File: src/shared/pps_pkg.sv
// constants for the port power status flag block
package pps_pkg;
    // ************************************************************
    // register offsets
    // ************************************************************
    localparam logic [7:0] OFS_OTHER_STATUS = 8'h0f;
    localparam logic [7:0] OFS_INT_STATUS = 8'h10;
    localparam logic [7:0] OFS_GENERAL_STATUS = 8'h11;
    // ************************************************************
    // field positions
    // ************************************************************
    localparam int BIT_ERROR_STATE = 7;
    localparam int BIT_OVERCURRENT = 0;
    localparam int BIT_QUOTA = 7;
    localparam int BIT_CONST_CURRENT = 4;
    localparam int BIT_THERMAL = 3;
    localparam int BIT_LOW_CURRENT = 2;
    localparam int BIT_REMOVAL = 1;
    localparam int BIT_ATTACH = 0;
    // ************************************************************
    // flag vector slots
    // ************************************************************
    localparam int NUM_FLAGS = 6;
    localparam int FL_OVERCURRENT = 0;
    localparam int FL_QUOTA = 1;
    localparam int FL_THERMAL = 2;
    localparam int FL_LOW_CURRENT = 3;
    localparam int FL_REMOVAL = 4;
    localparam int FL_ATTACH = 5;
    // ************************************************************
    // reset values and encodings
    // ************************************************************
    localparam logic [5:0] FLAGS_RESET = 6'h00;
    localparam logic [7:0] RDATA_RESET = 8'h00;
    localparam logic [1:0] QUOTA_ACT_HOST_INT = 2'h1;
    typedef enum logic [1:0] {
        ST_ACTIVE = 2'b01,
        ST_ERROR = 2'b10
    } pps_state_t;
endpackage : pps_pkg

File: src/shared/pps_flag_if.sv
// carrier between the register logic and the sticky flag store
`timescale 1ns/10ps
`default_nettype none
interface pps_flag_if;
    logic [5:0] set;
    logic [5:0] clr;
    logic [5:0] q;
    modport store (input set, input clr, output q);
    modport user (output set, output clr, input q);
endinterface : pps_flag_if
`default_nettype wire

File: src/pps_flag_store.sv
// sticky status flags with set-over-clear priority
`timescale 1ns/10ps
`default_nettype none
module pps_flag_store (
    input wire logic ref_clk_in,
    input wire logic rst_n_in,
    pps_flag_if.store flags
);
    logic [5:0] q;
    logic [5:0] next_q;

    // ************************************************************
    // next value: a new event beats a same-cycle clear
    // ************************************************************
    always_comb begin
        next_q = flags.set | (q & ~flags.clr);
    end

    always_ff @(posedge ref_clk_in or negedge rst_n_in) begin
        if (!rst_n_in) begin
            q <= pps_pkg::FLAGS_RESET;
        end else begin
            q <= next_q;
        end
    end

    assign flags.q = q;
endmodule : pps_flag_store
`default_nettype wire

File: src/pps_status_top.sv
// status flags, error state and alert / attach pins of a port power switch
// Behaviour
// - current past limit and region-2 minimum sets fault, alert, error state
// - reading fault clears it only once gone; clearing error clears it
// - error flag clears whenever the power switch enable is off
// - alert pin follows its own causes, not the error flag
// - quota reached sets bit 7; alerts only when action selects host
// - quota flag clears on read, counter clear, or quota disable
// - constant-current bit 4 is live current-over-limit, not read-cleared
// - thermal bit 3 clears on read; alerts only with escalate set
// - low-current bit 2 clears on read; alerts only with escalate set
// - removal bit 1 clears on read, no alert, releases attach pin
// - attach bit 0 clears on read, no alert, asserts attach pin
// - error clear rechecks conditions; active when all are gone or power switch enable is off
`timescale 1ns/10ps
`default_nettype none
module pps_status_top (
    input wire logic ref_clk_in,
    input wire logic rst_n_in,
    input wire logic [7:0] reg_addr_in,
    input wire logic reg_rd_in,
    input wire logic reg_wr_in,
    input wire logic [7:0] reg_wdata_in,
    output logic [7:0] reg_rdata_out,
    output logic reg_rvalid_out,
    input wire logic ibus_over_limit_in,
    input wire logic ibus_over_r2min_in,
    input wire logic other_fault_in,
    input wire logic auto_recovery_in,
    input wire logic power_switch_enable_in,
    input wire logic quota_done_in,
    input wire logic [1:0] quota_action_select_in,
    input wire logic quota_counter_clear_in,
    input wire logic quota_enable_in,
    input wire logic thermal_event_in,
    input wire logic low_current_event_in,
    input wire logic alert_escalate_in,
    input wire logic removal_event_in,
    input wire logic attach_event_in,
    output logic alert_n_out,
    output logic alert_oe_out,
    output logic attach_detect_n_pin_out,
    output logic attach_detect_n_pin_oe_out,
    output logic error_state_out
);
    // ************************************************************
    // helpers
    // ************************************************************
    function automatic logic hit(input logic [7:0] addr,
                                 input logic [7:0] ofs,
                                 input logic strobe);
        hit = strobe && (addr == ofs);
    endfunction : hit

    pps_flag_if flags ();
    pps_flag_store u_flag_store (
        .ref_clk_in(ref_clk_in),
        .rst_n_in(rst_n_in),
        .flags(flags)
    );

    pps_pkg::pps_state_t state;
    pps_pkg::pps_state_t next_state;
    logic [7:0] next_rdata;
    logic next_rvalid;
    logic next_alert;
    logic attach_drive;
    logic next_attach_drive;
    logic oc_cond;
    logic rd_int;
    logic rd_gen;
    logic err_clear;
    logic [5:0] set_v;
    logic [5:0] clr_v;

    // ************************************************************
    // conditions and read strobes
    // ************************************************************
    assign oc_cond = ibus_over_limit_in && ibus_over_r2min_in;
    assign rd_int = hit(reg_addr_in, pps_pkg::OFS_INT_STATUS, reg_rd_in);
    assign rd_gen = hit(reg_addr_in, pps_pkg::OFS_GENERAL_STATUS, reg_rd_in);

    // ************************************************************
    // error state machine
    // ************************************************************
    always_comb begin
        err_clear = 1'b0;
        next_state = state;
        unique case (state)
            pps_pkg::ST_ACTIVE: begin
                if (oc_cond || other_fault_in) begin
                    next_state = pps_pkg::ST_ERROR;
                end
            end
            pps_pkg::ST_ERROR: begin
                if (!power_switch_enable_in) begin
                    err_clear = 1'b1;
                end else if (hit(reg_addr_in, pps_pkg::OFS_OTHER_STATUS,
                                 reg_wr_in) &&
                             !reg_wdata_in[pps_pkg::BIT_ERROR_STATE]) begin
                    err_clear = 1'b1;
                end else if (auto_recovery_in && !oc_cond &&
                             !other_fault_in) begin
                    err_clear = 1'b1;
                end
                if (err_clear) begin
                    // recheck: fall back to active when all is gone or the switch enable is off
                    next_state = (oc_cond || other_fault_in) &&
                                 power_switch_enable_in ?
                                 pps_pkg::ST_ERROR :
                                 pps_pkg::ST_ACTIVE;
                end
            end
        endcase
    end

    always_ff @(posedge ref_clk_in or negedge rst_n_in) begin
        if (!rst_n_in) begin
            state <= pps_pkg::ST_ACTIVE;
        end else begin
            state <= next_state;
        end
    end

    // ************************************************************
    // flag set and clear terms
    // ************************************************************
    always_comb begin
        set_v = 6'h00;
        clr_v = 6'h00;
        set_v[pps_pkg::FL_OVERCURRENT] = oc_cond;
        set_v[pps_pkg::FL_QUOTA] = quota_done_in && quota_enable_in &&
                                   !quota_counter_clear_in;
        set_v[pps_pkg::FL_THERMAL] = thermal_event_in;
        set_v[pps_pkg::FL_LOW_CURRENT] = low_current_event_in;
        set_v[pps_pkg::FL_REMOVAL] = removal_event_in;
        set_v[pps_pkg::FL_ATTACH] = attach_event_in;
        clr_v[pps_pkg::FL_OVERCURRENT] = (rd_int && !oc_cond) ||
                                         err_clear;
        clr_v[pps_pkg::FL_QUOTA] = rd_gen || quota_counter_clear_in ||
                                   !quota_enable_in;
        clr_v[pps_pkg::FL_THERMAL] = rd_gen;
        clr_v[pps_pkg::FL_LOW_CURRENT] = rd_gen;
        clr_v[pps_pkg::FL_REMOVAL] = rd_gen;
        clr_v[pps_pkg::FL_ATTACH] = rd_gen;
    end

    assign flags.set = set_v;
    assign flags.clr = clr_v;

    // ************************************************************
    // read data, pre-clear values
    // ************************************************************
    always_comb begin
        next_rdata = 8'h00;
        next_rvalid = reg_rd_in;
        if (hit(reg_addr_in, pps_pkg::OFS_OTHER_STATUS, reg_rd_in)) begin
            next_rdata[pps_pkg::BIT_ERROR_STATE] =
                (state == pps_pkg::ST_ERROR);
        end
        if (rd_int) begin
            next_rdata[pps_pkg::BIT_OVERCURRENT] =
                flags.q[pps_pkg::FL_OVERCURRENT];
        end
        if (rd_gen) begin
            next_rdata[pps_pkg::BIT_QUOTA] = flags.q[pps_pkg::FL_QUOTA];
            next_rdata[pps_pkg::BIT_CONST_CURRENT] =
                ibus_over_limit_in;
            next_rdata[pps_pkg::BIT_THERMAL] = flags.q[pps_pkg::FL_THERMAL];
            next_rdata[pps_pkg::BIT_LOW_CURRENT] =
                flags.q[pps_pkg::FL_LOW_CURRENT];
            next_rdata[pps_pkg::BIT_REMOVAL] = flags.q[pps_pkg::FL_REMOVAL];
            next_rdata[pps_pkg::BIT_ATTACH] =
                flags.q[pps_pkg::FL_ATTACH];
        end
    end

    always_ff @(posedge ref_clk_in or negedge rst_n_in) begin
        if (!rst_n_in) begin
            reg_rdata_out <= pps_pkg::RDATA_RESET;
            reg_rvalid_out <= 1'b0;
        end else begin
            reg_rdata_out <= next_rdata;
            reg_rvalid_out <= next_rvalid;
        end
    end

    // ************************************************************
    // alert and attach-detect pins
    // ************************************************************
    always_comb begin
        // alert tracks its own causes, never the error flag
        next_alert = flags.q[pps_pkg::FL_OVERCURRENT];
        if (flags.q[pps_pkg::FL_QUOTA] &&
            quota_action_select_in == pps_pkg::QUOTA_ACT_HOST_INT) begin
            next_alert = 1'b1;
        end
        if (alert_escalate_in && (flags.q[pps_pkg::FL_THERMAL] ||
                                  flags.q[pps_pkg::FL_LOW_CURRENT])) begin
            next_alert = 1'b1;
        end
        next_attach_drive = attach_drive;
        if (removal_event_in) begin
            next_attach_drive = 1'b0;
        end
        if (attach_event_in) begin
            next_attach_drive = 1'b1;
        end
    end

    always_ff @(posedge ref_clk_in or negedge rst_n_in) begin
        if (!rst_n_in) begin
            alert_oe_out <= 1'b0;
            attach_drive <= 1'b0;
            attach_detect_n_pin_oe_out <= 1'b0;
            error_state_out <= 1'b0;
        end else begin
            alert_oe_out <= next_alert;
            attach_drive <= next_attach_drive;
            attach_detect_n_pin_oe_out <= next_attach_drive;
            error_state_out <= (next_state == pps_pkg::ST_ERROR);
        end
    end

    always_ff @(posedge ref_clk_in or negedge rst_n_in) begin
        if (!rst_n_in) begin
            alert_n_out <= 1'b0;
            attach_detect_n_pin_out <= 1'b0;
        end else begin
            alert_n_out <= 1'b0;
            attach_detect_n_pin_out <= 1'b0;
        end
    end
endmodule : pps_status_top
`default_nettype wire

File: config.mk
export PLATFORM = sky130hd
export DESIGN_NAME = pps_status_top
export DESIGN_NICKNAME = d
export VERILOG_FILES = /design/src/shared/pps_pkg.sv /design/src/shared/pps_flag_if.sv /design/src/pps_flag_store.sv /design/src/pps_status_top.sv
export SDC_FILE = /design/constraint.sdc
export NUM_CORES = 1
export LEC_CHECK = 0
export BUFFER_PORTS_ARGS = -buffer_cell sky130_fd_sc_hd__clkbuf_2
export CORE_MARGIN = 8
export CORE_UTILIZATION = 41
export CTS_BUF_LIST = sky130_fd_sc_hd__clkbuf_16
export DETAILED_ROUTE_END_ITERATION = 16
export PLACE_DENSITY_LB_ADDON = 0.08
export SETUP_SLACK_MARGIN = 0.5
export SYNTH_ARGS = -nofsm -noshare
export SYNTH_HDL_FRONTEND = slang
export SYNTH_SLANG_ARGS = --single-unit
File: constraint.sdc
create_clock -name ref_clk_in -period 1.2 [get_ports ref_clk_in]
set_input_delay 0.06 -clock ref_clk_in [delete_from_list [all_inputs] [get_ports ref_clk_in]]
set_output_delay 0.06 -clock ref_clk_in [all_outputs]
set_load 0.01 [all_outputs]
==> results of run 1 <==
[cell families (layout without fill, tap and decap cells)]
| kind of cell | after synthesis | in the layout | share of synthesized area, % |
|---|---|---|---|
| AO/OA/AOI/OAI | 15 | 15 | 13.4 |
| buffers and inverters | 8 | 50 | 5.76 |
| flip-flops | 18 | 18 | 57.8 |
| multiplexers | 1 | 1 | 1.28 |
| other | 1 | 4 | 0.480 |
| AND/OR/NAND/NOR | 23 | 23 | 21.3 |
[sequential cells by signal, indices dropped and copies added, names as in the netlist]
signal	count
alert_oe_out	1
attach_drive	1
error_state_out	1
reg_rdata_out	6
reg_rvalid_out	1
state	2
u_flag_store.flags.q	6
[power breakdown]
group	internal, W	switching [W]	leakage [nW]
Combinational	0.000152	0.000148	0.331
Sequential	0.000686	0.0000405	0.209
Clock	0.000442	0.000207	0.0385
Total	0.00128	0.000395	0.579
[Yosys cell counts (2+ instances only)]
cell type / number
and2_1: 4
nand3b_1: 3
nor2_1: 3
a21o_1: 4
inv_1: 4
nand2_1: 5
a21oi_1: 2
dfrtp_1: 17
buf_4: 4
o21ai_0: 3
[per-stage QoR]
step	std cells	power [W]	setup WS [ns]	util [%]	hold WS [ns]
3_3_place_gp	127	0.00102	0.140	56.1	0.0246
3_5_place_dp	127	0.00103	0.133	56.1	0.0264
5_1_grt	136	0.00176	0.165	64.5	-0.0220
2_1_floorplan	69	0.000915	0.209	-	-0.236
4_1_cts	136	0.00169	0.180	63.5	-0.0336
6_report	136	0.00167	0.181	64.5	-0.0279
[repair_timing]
item                                   4_1_cts  5_1_grt
endpoints found under the hold margin       19        1
setup buffers                                3        0
gates cloned                                 0        0
setup endpoints to repair                   25       45
pin swaps                                    5        7
resized for setup                            2        5
[worst register-to-register path: cells and delay by family, from the launching register on]
kind	cells	cell delay, ns
and+or+nand+nor	2	0.18
DFF	1	0.52
AOI/OAI and AO/OA	1	0.20
[layer usage]
metal | wire length [um] | global-route usage [%]
met5 | 0 | 0
met4 | 0 | 2.04
met3 | 154 | 3.85
met2 | 914 | 17.4
met1 | 761 | 10.9
[layout make-up]
class	instances	share of cell area [%]
flip-flops and latches	18	39.7
inverters	4	1.32
multi-input cells	43	28.8
well taps	25	2.75
repair buffers	42	20.5
clock inverters	1	0.330
clock buffers	3	6.59
[worst max path at each step]
stage | startpoint | end
2_1_floorplan | state[0]$_DFF_PN1_ | reg_rdata_out[7]$_DFF_PN0_
3_3_place_gp | reg_addr_in[5] | state[1]$_DFF_PN0_
3_5_place_dp | reg_addr_in[5] | state[1]$_DFF_PN0_
4_1_cts | state[0]$_DFF_PN1_ | reg_rdata_out[7]$_DFF_PN0_
5_1_grt | state[0]$_DFF_PN1_ | reg_rdata_out[7]$_DFF_PN0_
6_report | state[0]$_DFF_PN1_ | reg_rdata_out[7]$_DFF_PN0_
==> flow_summary.json, run 1 <==
{
  "outcome": "complete, but fails checks",
  "violations": "hold timing",
  "final-seq-area_sq_um": 452,
  "grt_overflow": 0,
  "via_per_inst": 4.60,
  "r2r-end": "reg_rdata_out[7]$_DFF_PN0_",
  "cp_num_buf_inv": 0,
  "worst-path-stages": 3,
  "antennaDiodeCount": 0,
  "place_area_sq_um": 990,
  "die_y_um": 59.7,
  "holdWs_ns": -0.0279,
  "crit_path_max_fanout": 4,
  "clk_path_buf_depth": 2,
  "ys_seq_area_share_pct": 57.8,
  "vias": 625,
  "synth_top_area_share_pct": 54.4,
  "multiInputGateArea_sq_um": 328,
  "fillers": 165,
  "finalNetCount": 147,
  "min_to": "u_flag_store.flags.q[1]$_DFF_PN0_",
  "hold_path.class": "input pin to register",
  "drive_gt1_share_pct": 48.6,
  "reg2reg_slack_ns": 0.18,
  "synth_area_leaders": "dfrtp_1 (54%), a21o_1 (3.8%), buf_4 (3.8%)",
  "drt_wl_total_mm": 1.83,
  "cts.sinks": 18,
  "power_density_nw_per_um2": 1470,
  "start_util_pct": 44.3,
  "hold_depth": 2,
  "synth_cell_types": 27,
  "h-tree-depth": 1,
  "rsz0062_at_grt": "yes",
  "insertion_delay_ns": 0.24,
  "rows": 15,
  "place.gp.congestion": 0.647,
  "critPathKind": "register to register",
  "antenna_found_initial": 0,
  "core_sq_um": 1760,
  "slew_viol_final": 0,
  "dpl.hpwl_mm": 1.43,
  "worstPathCellList": "nand2b_4 -> nor2_1 -> a32o_1",
  "maxCapViolations": 0,
  "layout_common_cells": "clkbuf_2 (35), dfrtp_1 (17)",
  "io_buffer_count": 37,
  "synth-edff-count": 0,
  "cts_tree": "done",
  "min_from": "quota_counter_clear_in",
  "yosys.area.top_type": "dfrtp_1",
  "power.leakage_nw": 0.579,
  "crit_path_top_delay_cell": "dfstp_2",
  "fin_setup_tns_ns": 0,
  "clkSlewWorstSetupHoldPaths_ns": 0.05,
  "first_iter_violations": 0,
  "numCtsBuffers": 3,
  "rr_startpoint": "state[0]$_DFF_PN1_",
  "post-route-min-period_ns": 1.02,
  "first_global_vias": 674,
  "groute.usage.overall_pct": 9.89,
  "syn_area_sq_um": 782,
  "r2r_cells": 3,
  "fmax_mhz": 981,
  "route.detailed.drc": 0,
  "grt_max_degree": 19,
  "setup_viol": 0,
  "pin_count": 49,
  "syn_inst": 66,
  "grt_pass1_wl_mm": 2.74,
  "arrival_ns": 1.15,
  "clock_skew_ns": 0.000822,
  "ys_seq_elements": 18,
  "cpPeakStageDelay_ns": 0.52,
  "fin_crit_sh_pct": 84.9,
  "vdd_drop_max_v": 0.000858,
  "avgSynthCellArea_sq_um": 11.8,
  "final-hold-violation-count": 1,
  "design.die.area_sq_um": 3560,
  "first_pass_iters": 1,
  "root_buffer": "clkbuf_16",
  "drt-wirelength-per-cell_um": 13.5,
  "crit_family": "flip-flops",
  "dieWidth_um": 59.7,
  "critPathCaptureType": "register",
  "syn2layout_area_growth_pct": 45.6,
  "ys_async_sr_fraction_pct": 100,
  "fin_area_sq_um": 1140,
  "yosys_warnings": 0,
  "postRouteAntennaNets": 0,
  "postCtsHoldBufs": 2,
  "worst-endpoint-required_ns": 1.33,
  "cp-start-kind": "register",
  "layout_commonest_cell": "clkbuf_2",
  "synth_ff_type": "dfrtp_1"
}
No activity file was read; power rests on OpenSTA's default activity.
==> run 2: changes to the inputs <==
==> constraint.sdc (replaced) <==
create_clock -name ref_clk_in -period 1 [get_ports ref_clk_in]
set_input_delay 0.05 -clock ref_clk_in [delete_from_list [all_inputs] [get_ports ref_clk_in]]
set_output_delay 0.05 -clock ref_clk_in [all_outputs]
set_load 0.01 [all_outputs]
==> run 2 against run 1 <==
The run ends with hold timing, setup timing left. Setup slack lost 0.21 ns. Clock skew is essentially flat. Maximum frequency shrank 1.0%. Final cell count shrank 0.74%. Routed wire length shrank 3.9%. Largest cell class unchanged. Highest routed layer is now met4.
==> flow_summary.json, run 2 (synthesis gave the netlist of run 1 again) <==
{
  "outcome": "complete, but fails checks",
  "violations": "hold timing, setup timing",
  "worst-path-stages": 3,
  "power_density_nw_per_um2": 1780,
  "power.switching_w": 0.000477,
  "arrival_ns": 1.16,
  "insertion_delay_ns": 0.24,
  "cp_num_buf_inv": 0,
  "layout_common_cells": "clkbuf_2 (27), dfrtp_1 (17), buf_2 (10)",
  "final-hold-violation-count": 21,
  "r2r-end": "reg_rdata_out[7]$_DFF_PN0_",
  "core_sq_um": 1760,
  "dieWidth_um": 59.7,
  "die_y_um": 59.7,
  "cp-start-kind": "register",
  "vias": 636,
  "worst-endpoint-required_ns": 1.13,
  "reg_top3": "reg_rdata_out: 6 flops, u_flag_store.flags.q: 6 flops, state: 2 flops",
  "post-route-min-period_ns": 1.03,
  "cts_tree": "done",
  "reg2reg_slack_ns": -0.03,
  "cpPeakStageDelay_ns": 0.52,
  "first_pass_iters": 4,
  "swShare_pct": 23.7,
  "holdWs_ns": -0.265,
  "first_iter_violations": 4,
  "drive_gt1_share_pct": 53.6,
  "clkPwrFrac_pct": 38.5,
  "crit_path_top_delay_cell": "dfstp_2",
  "seq_power_share_pct": 43.2,
  "comb_power_share_pct": 18.3,
  "power.leakage_nw": 0.580,
  "drt-wirelength-per-cell_um": 13.0,
  "fin_crit_sh_pct": 103,
  "clk_path_buf_depth": 2,
  "critPathCaptureType": "register",
  "grtUsageMet3_pct": 4.71,
  "rsz0062_at_grt": "yes",
  "fin_setup_tns_ns": -0.0295,
  "dpl.hpwl_mm": 1.48,
  "pin_count": 49,
  "drt_wl_total_mm": 1.76,
  "grt_overflow": 0,
  "antenna_found_initial": 0,
  "design.die.area_sq_um": 3560,
  "maxCapViolations": 0,
  "groute.usage.overall_pct": 10.3,
  "setup_viol": 1,
  "setup_slack_ns": -0.0295,
  "slew_viol_final": 0,
  "place_ws_ns": -0.0749,
  "route.detailed.drc": 0,
  "hold_path.class": "input pin to asynchronous set/reset pin",
  "root_buffer": "clkbuf_16",
  "grt_pass1_wl_mm": 2.79,
  "crit_path_max_fanout": 4,
  "met1_usage_pct": 11.2,
  "rr_startpoint": "state[0]$_DFF_PN1_",
  "worstPathCellList": "nand2b_4 -> nor2_2 -> a32o_1",
  "critPathKind": "register to register",
  "antennaDiodeCount": 0,
  "h-tree-depth": 1,
  "numCtsBuffers": 3,
  "vdd_drop_max_v": 0.00106,
  "place.gp.congestion": 0.677,
  "finalNetCount": 146,
  "crit_family": "flip-flops",
  "syn2layout_area_growth_pct": 44.5,
  "power.internal_w": 0.00154,
  "busiest_layer": "met2",
  "r2r_cells": 3,
  "clock_skew_ns": 0.00107,
  "io_buffer_count": 37,
  "fillers": 166,
  "rows": 15,
  "globalRouteMet2Util_pct": 16.9,
  "postRouteAntennaNets": 0,
  "fmax_mhz": 971,
  "cts.sinks": 18,
  "grt_max_degree": 19,
  "start_util_pct": 44.3,
  "layout_commonest_cell": "clkbuf_2",
  "via_per_inst": 4.71,
  "first_global_vias": 707,
  "clkSlewWorstSetupHoldPaths_ns": 0.05
}
## run 2: cell types whose count changed in the layout (fill, tap and decap cells not counted)
| cell | change |
|---|---|
| buf_2 | +9 |
| clkbuf_2 | -8 |
| and2_1 | -2 |
| and2_4 | +2 |
| dlygate4sd3_1 | -2 |
| nor2_1 | -2 |
| nor2_2 | +2 |
| buf_4 | +1 |
| buf_6 | -1 |
## run 2: area by class of cell
cell class | instances | area, sq um | area share, %
flip-flops and latches | 18 | 452 | 40.0
well taps | 25 | 31.3 | 2.77
clock inverters | 1 | 3.75 | 0.332
repair buffers | 41 | 215 | 19.0
inverters | 4 | 15.0 | 1.33
multi-input cells | 43 | 338 | 29.9
clock buffers | 3 | 75.1 | 6.64
## run 2: worst reg2reg max path, delay by kind of cell (launching register included)
kind            cells  cell delay (ns)
simple gates        2             0.18
compound gates      1             0.21
flops               1             0.52
## run 2: through the flow
step                cells  hold WS (ns)  area [sq um]  util, %  total power, W
floorplan              69        -0.246           803        -         0.00110
global placement      130        0.0139          1010     57.4         0.00123
detailed placement    130        0.0139          1010     57.4         0.00124
CTS                   135        -0.248          1110     62.9         0.00204
global route          135        -0.227          1130     64.0         0.00211
finish                135        -0.265          1130     64.0         0.00201
## run 2: power by group through the flow
stage	sequential [W]	combinational, W	clock, W
floorplan	0.000890	0.000208	0
finish	0.000870	0.000368	0.000774
global placement	0.000882	0.000344	0
detailed placement	0.000884	0.000356	0
global route	0.000878	0.000411	0.000823
CTS	0.000872	0.000370	0.000803
## run 2: timing repair
| action | CTS | global route |
|---|---|---|
| gates resized for setup | 3 | 16 |
| setup buffers | 1 | 0 |
| pin swaps | 3 | 1 |
| endpoints found under the setup margin | 27 | 27 |
| hold endpoints to repair | 22 | 20 |
## run 2: worst max path at each step
stage                                  start                                end
after floorplan           state[0]$_DFF_PN1_         reg_rdata_out[7]$_DFF_PN0_
after global placement        reg_addr_in[5]  u_flag_store.flags.q[1]$_DFF_PN0_
after detailed placement      reg_addr_in[1]  u_flag_store.flags.q[1]$_DFF_PN0_
after CTS                 state[0]$_DFF_PN1_         reg_rdata_out[7]$_DFF_PN0_
after global routing      state[0]$_DFF_PN1_         reg_rdata_out[7]$_DFF_PN0_
final                     state[0]$_DFF_PN1_         reg_rdata_out[7]$_DFF_PN0_
## run 2: layer usage
metal  part of all wire [%]  vias up  wire (um)
li1                       -      312          -
met1                     43      296        753
met2                     48       26        842
met3                    8.6        2        152
met4                   0.51        0          9
met5                      0        -          0
==> run 3: changes to the inputs <==
--- a/config.mk
+++ b/config.mk
@@ -6,7 +6,6 @@
 export NUM_CORES = 1
 export LEC_CHECK = 0
 export BUFFER_PORTS_ARGS = -buffer_cell sky130_fd_sc_hd__clkbuf_2
-export CORE_MARGIN = 8
 export CORE_UTILIZATION = 41
 export CTS_BUF_LIST = sky130_fd_sc_hd__clkbuf_16
 export DETAILED_ROUTE_END_ITERATION = 16
==> run 3 against run 2 <==
The run still ends with hold timing, setup timing left. Die area down 41%. Setup slack about the same. Clock power up 2.7%. Flip-flop and latch count unchanged. Critical endpoint unchanged.
==> flow_summary.json, run 3 (synthesis gave the netlist of run 1 again) <==
{
  "post-route-min-period_ns": 1.03,
  "hold_path.class": "input pin to asynchronous set/reset pin",
  "start_util_pct": 44.3,
  "r2r-end": "reg_rdata_out[7]$_DFF_PN0_",
  "final_cells": 137,
  "slew_viol_final": 0,
  "grt_overflow": 0,
  "route.detailed.drc": 0,
  "first_global_vias": 595,
  "pin_count": 49,
  "rr_startpoint": "state[0]$_DFF_PN1_",
  "worst-endpoint-required_ns": 1.13,
  "reg_top3": "reg_rdata_out: 6 flops, u_flag_store.flags.q: 6 flops, state: 2 flops",
  "violations": "hold timing, setup timing",
  "place_ws_ns": -0.0674,
  "final-hold-violation-count": 23,
  "dieWidth_um": 45.7,
  "clkSlewWorstSetupHoldPaths_ns": 0.05,
  "worstPathCellList": "nand2b_4 -> nor2_2 -> a32o_1",
  "first_pass_iters": 2,
  "cts.sinks": 18,
  "rows": 15,
  "dpl.hpwl_mm": 1.15,
  "grt_max_degree": 19,
  "cpPeakStageDelay_ns": 0.52,
  "place.gp.congestion": 0.694,
  "fin_crit_sh_pct": 103,
  "cts_tree": "done",
  "via_per_inst": 4.66,
  "worst-path-stages": 3,
  "fin_setup_tns_ns": -0.0554,
  "io_buffer_count": 37,
  "outcome": "complete, but fails checks",
  "cp_num_buf_inv": 0,
  "antennaDiodeCount": 0,
  "setup_slack_ns": -0.0291,
  "die_y_um": 45.7,
  "maxCapViolations": 0,
  "clock_skew_ns": 0.00117,
  "h-tree-depth": 1,
  "vias": 638,
  "root_buffer": "clkbuf_16",
  "crit_path_top_delay_cell": "dfstp_2",
  "clk_path_buf_depth": 2,
  "power.leakage_nw": 0.591,
  "crit_path_max_fanout": 4,
  "antenna_found_initial": 0,
  "grt_pass1_wl_mm": 2.51,
  "drive_gt1_share_pct": 55.4,
  "r2r_cells": 3,
  "holdWs_ns": -0.267,
  "rsz0062_at_grt": "yes",
  "power_density_nw_per_um2": 1770,
  "groute.usage.overall_pct": 18.1,
  "layout_common_cells": "clkbuf_2 (26), dfrtp_1 (17), buf_2 (10)",
  "design.die.area_sq_um": 2090,
  "postRouteAntennaNets": 0,
  "critPathKind": "register to register",
  "arrival_ns": 1.16,
  "syn2layout_area_growth_pct": 47.5,
  "cp-start-kind": "register",
  "drt_wl_total_mm": 1.54,
  "reg2reg_slack_ns": -0.03,
  "insertion_delay_ns": 0.25,
  "layout_commonest_cell": "clkbuf_2",
  "crit_family": "flip-flops",
  "numCtsBuffers": 3,
  "setup_viol": 3,
  "core_sq_um": 1760,
  "critPathCaptureType": "register",
  "dp_cells": 130,
  "first_iter_violations": 4,
  "finalNetCount": 148,
  "vdd_drop_max_v": 0.000931,
  "fmax_mhz": 972,
  "drt-wirelength-per-cell_um": 11.2
}
-- run 3: cell types whose count changed in the layout (fill, tap and decap cells not counted) --
cell and delta:
buf_6 +1, buf_4 +2, and2_4 +1, clkbuf_2 -1
and2_1 -1
-- run 3: area by class of cell --
type | instances | area (sq um)
inverters | 4 | 15.0
repair buffers | 43 | 236
well taps | 25 | 31.3
fillers | 171 | 611
flip-flops and latches | 18 | 452
clock buffers | 3 | 75.1
clock inverters | 1 | 3.75
multi-input cells | 43 | 340
-- run 3: stage by stage --
step	utilization [%]	instance area, sq um	total power (W)
floorplan	-	803	0.00110
global placement	57.4	1010	0.00122
detailed placement	57.4	1010	0.00123
CTS	63.6	1120	0.00207
global route	65.4	1150	0.00214
finish	65.4	1150	0.00204
-- run 3: where the power goes --
group	internal [W]	total, W	switching (W)
Sequential	0.000823	0.000871	0.0000473
Combinational	0.000184	0.000373	0.000189
Clock	0.000531	0.000795	0.000264
Total	0.00154	0.00204	0.000500
-- run 3: timing repair --
item / 4_1_cts / 5_1_grt
hold endpoints to repair: 24 / 20
endpoints found under the setup margin: 27 / 27
buffers inserted: 2 / 1
pin swaps: 2 / 5
resized for setup: 4 / 17
-- run 3: how the worst max path moves through the flow --
stage / start / end / slack, ns
floorplan: state[0]$_DFF_PN1_ / reg_rdata_out[7]$_DFF_PN0_ / 0.009
global route: state[0]$_DFF_PN1_ / reg_rdata_out[7]$_DFF_PN0_ / -0.06
CTS: state[0]$_DFF_PN1_ / reg_rdata_out[7]$_DFF_PN0_ / -0.03
global placement: reg_addr_in[5] / state[1]$_DFF_PN0_ / -0.05
finish: state[0]$_DFF_PN1_ / reg_rdata_out[7]$_DFF_PN0_ / -0.03
detailed placement: reg_addr_in[5] / u_flag_store.flags.q[1]$_DFF_PN0_ / -0.07
-- run 3: metal layers --
layer | track usage (%) | vias up | wire (um)
met5 | 0 | - | 0
met4 | 12.7 | 0 | 34
met3 | 4.76 | 4 | 96
met2 | 27.7 | 30 | 735
met1 | 21.9 | 292 | 674
li1 | - | 312 | -
